--- config.mk ---
export PLATFORM = sky130hd
export DESIGN_NAME = tsl_receiver_flat
export DESIGN_NICKNAME = d
export VERILOG_FILES = /design/src/tsl_pkg.sv /design/src/tsl_if.sv /design/src/tsl_password.sv /design/src/tsl_receiver.sv /design/src/flat_wrapper.sv
export VERILOG_INCLUDE_DIRS = /design/src
export SDC_FILE = /design/constraint.sdc
export NUM_CORES = 1
export LEC_CHECK = 0
export BUFFER_PORTS_ARGS = -buffer_cell sky130_fd_sc_hd__buf_2
export CAP_MARGIN = 5
export CORE_ASPECT_RATIO = 0.9
export CORE_MARGIN = 2
export CORE_UTILIZATION = 52
export DETAILED_ROUTE_END_ITERATION = 8
export PLACE_DENSITY = 0.8
export SETUP_SLACK_MARGIN = 0.05
export SYNTH_ARGS = -nofsm -noshare
export SYNTH_HDL_FRONTEND = slang
export SYNTH_HIERARCHICAL = 1
export SYNTH_SLANG_ARGS = --single-unit
export TNS_END_PERCENT = 50
--- constraint.sdc ---
create_clock -name ref_clk_i -period 4.96 [get_ports ref_clk_i]
set_input_delay 0.992 -clock ref_clk_i [delete_from_list [all_inputs] [get_ports ref_clk_i]]
set_output_delay 0.992 -clock ref_clk_i [all_outputs]
set_load 0.02 [all_outputs]
--- src/tsl_regs.svh ---
// Register offsets, field positions, reset values and timing counts
// for the speed limit command link. Definitions only.
`ifndef TSL_REGS_SVH
`define TSL_REGS_SVH

// Word offsets, shared by both ends
`define TSL_OFS_IDENT     8'h00
`define TSL_OFS_CTRL      8'h04
`define TSL_OFS_STATUS    8'h08
`define TSL_OFS_IRQ_STAT  8'h0C
`define TSL_OFS_IRQ_MASK  8'h10

// Reset values
`define TSL_IDENT_RST     32'h00000000
`define TSL_ERR_LIMIT_RST 4'h8
`define TSL_MASK_RST      4'h0

// Order register fields (sender)
`define TSL_ORDER_GO_BIT  8

// Value field code that means "back to normal"
`define TSL_VAL_RESET     8'hFF

// Receiver event bits
`define TSL_EV_ACCEPT     0
`define TSL_EV_PW_ERR     1
`define TSL_EV_ROLL_ERR   2
`define TSL_EV_FAULT      3

// Sender event bits
`define TSL_EV_RESET_DONE 0
`define TSL_EV_SENT       1

// Frame period of the sender
`define TSL_TX_PERIOD_MS  100
`define TSL_CLK_KHZ       250000
`define TSL_TX_PERIOD_CYC (`TSL_TX_PERIOD_MS * `TSL_CLK_KHZ)

`endif

--- src/tsl_pkg.sv ---
// Types shared by both ends of the speed limit command link.
// Assumes tsl_regs.svh holds the numeric constants.
`default_nettype none

package tsl_pkg;

   // Request field codes of a command frame
   typedef enum logic [1:0] {
      REQ_NO_ACTION = 2'h0,
      REQ_ACTIVE    = 2'h1,
      REQ_INACTIVE  = 2'h2
   } req_code_e;

   // Receiver limiting state
   typedef enum logic [1:0] {
      ST_NORMAL = 2'b01,
      ST_LIMIT  = 2'b10
   } lim_state_e;

   // Sender order state
   typedef enum logic [3:0] {
      S_IDLE  = 4'b0001,
      S_LIMIT = 4'b0010,
      S_RESET = 4'b0100,
      S_INACT = 4'b1000
   } snd_state_e;

endpackage

`default_nettype wire

--- src/tsl_if.sv ---
// Command link between the telematics sender and the engine receiver.
// Assumes both ends share ref_clk_i; a frame is a one-cycle pulse.
`timescale 1ns/100ps
`default_nettype none

interface tsl_if;
   import tsl_pkg::*;

   logic        frame;          // One-cycle pulse, fields valid
   req_code_e   req;
   logic [1:0]  roll;
   logic [31:0] password;
   logic [7:0]  value;          // Speed limit, km/h divided by two
   logic        reduced_power;  // Receiver indication back to sender

   modport dev (input frame, req, roll, password, value, output reduced_power);
   modport snd (output frame, req, roll, password, value, input reduced_power);
endinterface

`default_nettype wire

--- src/tsl_password.sv ---
// Password generator: four identity characters and a rolling count.
// Assumes chars_i[31:24] is character 14 and chars_i[7:0] character 17.
`timescale 1ns/100ps
`default_nettype none

module tsl_password (
   input  wire logic [31:0] chars_i,
   input  wire logic [1:0]  roll_i,
   output logic      [31:0] password_o
);

   function automatic logic [7:0] pw_byte(input logic [7:0] c, input logic [1:0] r);
      pw_byte = 8'((~c) + 8'h01 + {6'h00, r});
   endfunction

   // byte 4 from char 14 down to byte 1
   always_comb begin
      for (int i = 0; i < 4; i++) begin
         password_o[i*8 +: 8] = pw_byte(chars_i[i*8 +: 8], roll_i);
      end
   end

endmodule // tsl_password

`default_nettype wire

--- src/tsl_receiver.sv ---
// Engine side: checks speed limit commands and drives the limit state.
// Assumes an AHB-Lite master on ref_clk_i and the sender on the link;
// other_limit_i is asynchronous and is synchronised here.
//
// The AHB-Lite slave port and the address map are this design's own decisions.
`timescale 1ns/100ps
`default_nettype none

`include "tsl_regs.svh"

// Function
// - Bad password: drop command, keep data
// - Repeated errors: set fault, reject later requests
// - Sender gives password only when Active
// - Password bytes from characters 14 to 17
// - Password byte keeps low eight bits
// - Act only on Active, good count, password
// - Value 510 resets limiting and indication
// - Value below 510 limits, feeds arbitration
// - Indication high while top speed limited
// - Sender repeats reset until indication false
// - Sender repeats limit until reset ordered
// - No Action ignored; Inactive resets limiting
// - Rolling count error: drop, keep data
module tsl_receiver
   import tsl_pkg::*;
(
   input  wire logic        ref_clk_i,
   input  wire logic        sys_rst_i,
   input  wire logic        hsel_i,
   input  wire logic [31:0] haddr_i,
   input  wire logic [1:0]  htrans_i,
   input  wire logic        hwrite_i,
   input  wire logic [2:0]  hsize_i,
   input  wire logic [31:0] hwdata_i,
   input  wire logic        hready_i,
   output logic      [31:0] hrdata_o,
   output logic             hreadyout_o,
   output logic             hresp_o,
   input  wire logic        other_limit_i,
   output logic             limit_active_o,
   output logic      [7:0]  limit_value_o,
   output logic             diagnostic_fault_code_o,
   output logic             irq_o,
   tsl_if.dev               link
);

   // Bus side state
   logic        a_wr_q, a_wr_d;
   logic [7:0]  a_addr_q, a_addr_d;
   logic [31:0] ident_q, ident_d;
   logic [3:0]  thr_q, thr_d;
   logic [3:0]  mask_q, mask_d;
   logic [3:0]  irq_q, irq_d;
   logic [3:0]  irq_clr;
   logic [31:0] rdata_q, rdata_d;
   logic        irq_out_q, irq_out_d;
   logic        acc;

   // Link side state
   lim_state_e  st_q, st_d;
   logic [7:0]  val_q, val_d;
   logic [1:0]  prev_q, prev_d;
   logic        seen_q, seen_d;
   logic [3:0]  errs_q, errs_d;
   logic        fault_q, fault_d;
   logic        rp_q, rp_d;
   logic [3:0]  ev;
   logic        roll_ok, pw_ok;
   logic [31:0] exp_pw;
   logic        oth_s1_q, oth_s2_q;

   // Expected password for the count carried by this frame
   tsl_password u_pw (
      .chars_i    (ident_q),
      .roll_i     (link.roll),
      .password_o (exp_pw)
   );

   // Register writes, reads and read-to-clear status
   always_comb begin
      acc      = hsel_i && htrans_i[1] && hready_i;
      a_wr_d   = acc && hwrite_i;
      a_addr_d = acc ? haddr_i[7:0] : a_addr_q;
      ident_d  = ident_q;
      thr_d    = thr_q;
      mask_d   = mask_q;
      irq_clr  = 4'h0;
      rdata_d  = 32'h00000000;
      if (a_wr_q) begin
         case (a_addr_q)
            `TSL_OFS_IDENT:    ident_d = hwdata_i;
            `TSL_OFS_CTRL:     thr_d  = hwdata_i[3:0];
            `TSL_OFS_IRQ_MASK: mask_d = hwdata_i[3:0];
            default: ;
         endcase
      end
      // Reads see a write still in its data phase
      if (acc && !hwrite_i) begin
         case (haddr_i[7:0])
            `TSL_OFS_IDENT:    rdata_d = ident_d;
            `TSL_OFS_CTRL:     rdata_d = {28'h0000000, thr_d};
            `TSL_OFS_STATUS:   rdata_d = {16'h0000, val_q, errs_q, 1'b0,
                                          fault_q, rp_q, st_q[1]};
            `TSL_OFS_IRQ_STAT: begin
               rdata_d = {28'h0000000, irq_q};
               irq_clr = irq_q;
            end
            `TSL_OFS_IRQ_MASK: rdata_d = {28'h0000000, mask_d};
            default:           rdata_d = 32'h00000000;
         endcase
      end
      // Set wins over a clear in the same cycle
      irq_d     = (irq_q & ~irq_clr) | ev;
      irq_out_d = |(irq_d & mask_d);
   end

   // Bus side registers
   always_ff @(posedge ref_clk_i or posedge sys_rst_i) begin
      if (sys_rst_i) begin
         a_wr_q    <= 1'b0;
         a_addr_q  <= 8'h00;
         ident_q   <= `TSL_IDENT_RST;
         thr_q     <= `TSL_ERR_LIMIT_RST;
         mask_q    <= `TSL_MASK_RST;
         irq_q     <= 4'h0;
         rdata_q   <= 32'h00000000;
         irq_out_q <= 1'b0;
      end else begin
         a_wr_q    <= a_wr_d;
         a_addr_q  <= a_addr_d;
         ident_q   <= ident_d;
         thr_q     <= thr_d;
         mask_q    <= mask_d;
         irq_q     <= irq_d;
         rdata_q   <= rdata_d;
         irq_out_q <= irq_out_d;
      end
   end

   // Other-cause limiting comes from outside this clock
   always_ff @(posedge ref_clk_i or posedge sys_rst_i) begin
      if (sys_rst_i) begin
         oth_s1_q <= 1'b0;
         oth_s2_q <= 1'b0;
      end else begin
         oth_s1_q <= other_limit_i;
         oth_s2_q <= oth_s1_q;
      end
   end

   // Command checking and limiting state
   always_comb begin
      st_d    = st_q;
      val_d   = val_q;
      prev_d  = prev_q;
      seen_d  = seen_q;
      errs_d  = errs_q;
      fault_d = fault_q;
      ev      = 4'h0;
      // count must follow the last one
      roll_ok = !seen_q || (link.roll == 2'(prev_q + 2'h1));
      pw_ok   = (link.password == exp_pw);
      // locked out once the fault is set
      if (link.frame && !fault_q) begin
         case (link.req)
            REQ_ACTIVE: begin
               prev_d = link.roll;
               seen_d = 1'b1;
               if (roll_ok && pw_ok) begin
                  ev[`TSL_EV_ACCEPT] = 1'b1;
                  errs_d = (errs_q == 4'h0) ? errs_q : 4'(errs_q - 4'h1);
                  if (link.value == `TSL_VAL_RESET) begin
                     st_d  = ST_NORMAL;
                     val_d = `TSL_VAL_RESET;
                  end else begin
                     st_d  = ST_LIMIT;
                     val_d = link.value;
                  end
               end else begin
                  ev[`TSL_EV_PW_ERR]   = !pw_ok;
                  ev[`TSL_EV_ROLL_ERR] = !roll_ok;
                  errs_d = (errs_q == 4'hF) ? errs_q : 4'(errs_q + 4'h1);
                  if (errs_d >= thr_q) begin
                     fault_d = 1'b1;
                     ev[`TSL_EV_FAULT] = 1'b1;
                  end
               end
            end
            REQ_INACTIVE: begin
               st_d  = ST_NORMAL;
               val_d = `TSL_VAL_RESET;
            end
            default: ;
         endcase
      end
      rp_d = (st_d == ST_LIMIT) || oth_s2_q;
   end

   // Link side registers
   always_ff @(posedge ref_clk_i or posedge sys_rst_i) begin
      if (sys_rst_i) begin
         st_q    <= ST_NORMAL;
         val_q   <= `TSL_VAL_RESET;
         prev_q  <= 2'h0;
         seen_q  <= 1'b0;
         errs_q  <= 4'h0;
         fault_q <= 1'b0;
         rp_q    <= 1'b0;
      end else begin
         st_q    <= st_d;
         val_q   <= val_d;
         prev_q  <= prev_d;
         seen_q  <= seen_d;
         errs_q  <= errs_d;
         fault_q <= fault_d;
         rp_q    <= rp_d;
      end
   end

   // Zero-wait slave, always OKAY
   assign hreadyout_o             = 1'b1;
   assign hresp_o                 = 1'b0;
   assign hrdata_o                = rdata_q;
   assign irq_o                   = irq_out_q;
   assign limit_active_o          = st_q[1];
   assign limit_value_o           = val_q;
   assign diagnostic_fault_code_o = fault_q;
   assign link.reduced_power      = rp_q;

endmodule // tsl_receiver

`default_nettype wire

--- src/flat_wrapper.sv ---
// flat-port wrapper written by rule: the top's interface ports become plain ports
module tsl_receiver_flat import tsl_pkg::*;
  (ref_clk_i, sys_rst_i, hsel_i, haddr_i, htrans_i, hwrite_i, hsize_i, hwdata_i, hready_i, hrdata_o, hreadyout_o, hresp_o, other_limit_i, limit_active_o, limit_value_o, diagnostic_fault_code_o, irq_o, link_frame, link_req, link_roll, link_password, link_value, link_reduced_power);
  tsl_if link_i ();
  input  wire logic ref_clk_i;
  input  wire logic sys_rst_i;
  input  wire logic hsel_i;
  input  wire logic [31:0] haddr_i;
  input  wire logic [1:0] htrans_i;
  input  wire logic hwrite_i;
  input  wire logic [2:0] hsize_i;
  input  wire logic [31:0] hwdata_i;
  input  wire logic hready_i;
  output logic      [31:0] hrdata_o;
  output logic hreadyout_o;
  output logic hresp_o;
  input  wire logic other_limit_i;
  output logic limit_active_o;
  output logic      [7:0] limit_value_o;
  output logic diagnostic_fault_code_o;
  output logic irq_o;
  input wire logic [$bits(link_i.frame)-1:0] link_frame;
  input wire logic [$bits(link_i.req)-1:0] link_req;
  input wire logic [$bits(link_i.roll)-1:0] link_roll;
  input wire logic [$bits(link_i.password)-1:0] link_password;
  input wire logic [$bits(link_i.value)-1:0] link_value;
  output wire logic [$bits(link_i.reduced_power)-1:0] link_reduced_power;
  assign link_i.frame = link_frame;
  assign link_i.req = link_req;
  assign link_i.roll = link_roll;
  assign link_i.password = link_password;
  assign link_i.value = link_value;
  assign link_reduced_power = link_i.reduced_power;
  tsl_receiver u_core (.ref_clk_i(ref_clk_i), .sys_rst_i(sys_rst_i), .hsel_i(hsel_i), .haddr_i(haddr_i), .htrans_i(htrans_i), .hwrite_i(hwrite_i), .hsize_i(hsize_i), .hwdata_i(hwdata_i), .hready_i(hready_i), .hrdata_o(hrdata_o), .hreadyout_o(hreadyout_o), .hresp_o(hresp_o), .other_limit_i(other_limit_i), .limit_active_o(limit_active_o), .limit_value_o(limit_value_o), .diagnostic_fault_code_o(diagnostic_fault_code_o), .irq_o(irq_o), .link(link_i));
endmodule
==> results.json <==
{
  "cts_tree": "done",
  "cp_slowest_stage_delay_ps": 480,
  "rows": 36,
  "cts_buffers": 9,
  "nNetsFinal": 823,
  "dp_slack_ps": 699,
  "synth_top_cell_area_share_pct": 43.0,
  "grt_pass1_wl_mm": 22.6,
  "power_frac_seq_pct": 42.8,
  "syn-num-nets": 688,
  "clockRootBuffer": "clkbuf_16",
  "rsz0062_at_grt": "false",
  "worstSetupPathType": "input port to register",
  "crit_start": "link_roll[0]",
  "io_pins": 166,
  "syn_area_um2": 5640,
  "fp.dieH_um": 103,
  "final_antenna_net_count": 0,
  "leakagePower_uw": 0.00337,
  "crit_chain": "buf_2, inv_1, ha_1, fa_1, nor3_1, xnor2_1, xor2_1, nor4_1, nand4_1, a2111oi_0, buf_4, a32oi_1, o221a_2",
  "relSlewSlack_pct": 22.0,
  "cp.arrival_ps": 4320,
  "setup_viol": 0,
  "multi_input_area_um2": 2760,
  "synth_area_leaders": "dfrtp_1 (43%), xor2_1 (7.6%), mux2_2 (5.6%)",
  "drtIter0Drc": 369,
  "start_util_pct": 52.6,
  "fin_ws_ps": 874,
  "synth_seq_area_share_pct": 47.7,
  "whs_ps": 361,
  "drt_wl_total_mm": 14.5,
  "yosysUniqueCellTypes": 62,
  "skew_ps": 5.37,
  "startpoint_type": "input port",
  "cap_violations": 0,
  "cellPowerDensity_nw_per_um2": 395,
  "swShare_pct": 31.0,
  "clk_path_buf_depth": 2,
  "drive_gt1_share_pct": 30.4,
  "syn2layout_area_growth_pct": 20.9,
  "syn_inst": 547,
  "critPathBufInv": 3,
  "fin_crit_sh_pct": 82.4,
  "hp-start": "u_core/oth_s1_q",
  "firstDrtPassIters": 7,
  "dp_hpwl_mm": 10.9,
  "fin_crit_ps": 4090,
  "antenna_found_initial": 0,
  "ys.flop_type": "dfrtp_1",
  "post-cts-setup-buffer-count": 0,
  "die_w_um": 114,
  "hold_class": "register to register",
  "r2r-start": "u_core/ident_q[8]",
  "hold_buffers": 0,
  "outcome": "finished clean",
  "gp_congestion": 0.895,
  "crit_fanout": 5,
  "cts_repair_resize_count": 0,
  "fp.coreArea_um2": 10700,
  "wl_per_cell_um": 17.7,
  "ys_warn_count": 6,
  "path_delay_family": "simple AND/OR/NAND/NOR gates",
  "gr-usage-all-layers_pct": 24.9,
  "num_vias": 4701,
  "h-tree-depth": 3,
  "p_clk_share_pct": 32.1,
  "n_fill_cell": 870,
  "slew_viol_final": 0,
  "routed_via_density": 5.73,
  "io_buffers": 135,
  "required_ps": 5200,
  "regToRegSetupSlack_ps": 1400,
  "grt_max_degree": 77,
  "clk_pin_slew_worst_paths_ps": 70,
  "ir_drop_mv": 0.196,
  "regArea_um2": 2690,
  "synthArstFlopShare_pct": 100,
  "worstMarginPinSlew_ps": 1160,
  "yosys-top-cells-count": "dfrtp_1 (97), nand2_1 (75), xor2_1 (49)",
  "drcViolationCount": 0,
  "clk_latency_ps": 350,
  "overflow": 0,
  "cp_slowest_cell": "a2111oi_0",
  "synth-edff-count": 0,
  "final.setup.tns_ps": 0,
  "synthMostInstantiatedCell": "dfrtp_1",
  "grt_pass1_vias": 4646,
  "ys_ff_latch": 107,
  "endpoint_kind": "register",
  "combinationalPowerShare_pct": 25.1,
  "power.switching_uw": 837,
  "die-area_um2": 11700,
  "max_freq_mhz": 245,
  "synth_top_cell_by_area": "dfrtp_1",
  "syn_avg_cell_area_um2": 10.3,
  "hold_viol": 0,
  "internal_power_uw": 1860,
  "cts.sinks": 107
}
[cell type report]
type	instances	area share (%)
Antenna cell	1	0.0367
Clock buffer	9	3.30
Clock inverter	7	2.05
Inverter	32	1.80
Multi-Input combinational cell	392	40.5
Sequential cell	107	39.4
Tap cell	133	2.44
Timing Repair Buffer	140	10.5
[logic make-up after synthesis]
group	count (synthesis)	synth area share (%)
other	2	0.133
AOI/OAI and AO/OA	98	11.7
adders and majority gates	21	5.19
and+or+nand+nor	178	15.9
xor gates and xnor gates	59	9.16
buffers and inverters	48	3.39
DFF	107	47.7
muxes	34	6.83
[through the flow]
| stage | area, um2 | utilization, % | std cells | total power (uW) |
|---|---|---|---|---|
| 2_1_floorplan | 5640 | - | 547 | 1610 |
| 3_3_place_gp | 6450 | 60.2 | 804 | 1780 |
| 3_5_place_dp | 6450 | 60.2 | 804 | 1830 |
| 4_1_cts | 6820 | 63.6 | 820 | 2700 |
| 5_1_grt | 6820 | 63.6 | 820 | 2820 |
| 6_report | 6820 | 63.6 | 821 | 2700 |
[cells in the final DEF, fill, tap and decap left out, types with 5 or more instances in the layout]
cell,instances
a21oi_1,29
a22o_1,5
a22oi_1,12
buf_2,135
buf_4,5
clkbuf_16,9
dfrtp_1,97
dfstp_2,10
ha_1,17
inv_1,31
mux2_2,28
nand2_1,75
nand2b_1,5
nand3_1,5
nand4_1,5
nor2_1,37
nor2b_1,6
nor3_1,8
nor4_1,12
o21ai_0,9
o22ai_1,8
xnor2_1,10
xor2_1,49
[sequential cells by signal, indices dropped and copies added, names as in the netlist]
name	flops
u_core/errs_q	4
u_core/seen_q	1
u_core/irq_q	4
u_core/st_q	2
u_core/oth_s2_q	1
u_core/diagnostic_fault_code_o	1
u_core/irq_o	1
u_core/limit_value_o	8
u_core/hrdata_o	32
u_core/thr_q	4
u_core/link.reduced_power	1
u_core/a_wr_q	1
u_core/mask_q	4
u_core/prev_q	2
u_core/ident_q	32
u_core/a_addr_q	8
u_core/oth_s1_q	1
[path summary, 6_finish.rpt]
path | end | cells past startpoint
max reg2reg | u_core/errs_q[1] | 11
max in group asynchronous | u_core/ident_q[16] | 3
max | u_core/errs_q[1] | 13
min in group asynchronous | u_core/hrdata_o[2] | 2
min | u_core/oth_s2_q | 0
min reg2reg | u_core/oth_s2_q | 0
[worst reg2reg max path, delay by kind of cell, from the launching register on]
| family | cells | cell delay [ps] |
|---|---|---|
| xor+xnor | 2 | 320 |
| simple gates | 3 | 1070 |
| flops | 1 | 400 |
| fa+ha+maj | 2 | 690 |
| buf+inv | 1 | 230 |
| compound gates | 3 | 760 |
[power groups by stage]
stage          clock, uW  combinational, uW  sequential (uW)
6_report             866                676             1150
5_1_grt              908                745             1170
2_1_floorplan          0                433             1180
3_5_place_dp           0                666             1160
4_1_cts              879                674             1150
3_3_place_gp           0                629             1150
[routing by layer]
metal	routed length [um]	part of all wire [%]	vias to the layer above	global-route usage, %
met1	5960	41	2302	30.9
met5	0	0	-	0
met3	859	5.9	30	4.23
met2	7350	51	192	43.9
met4	351	2.4	0	10.0
li1	-	-	2177	-
No activity file was read; power rests on OpenSTA's default activity.
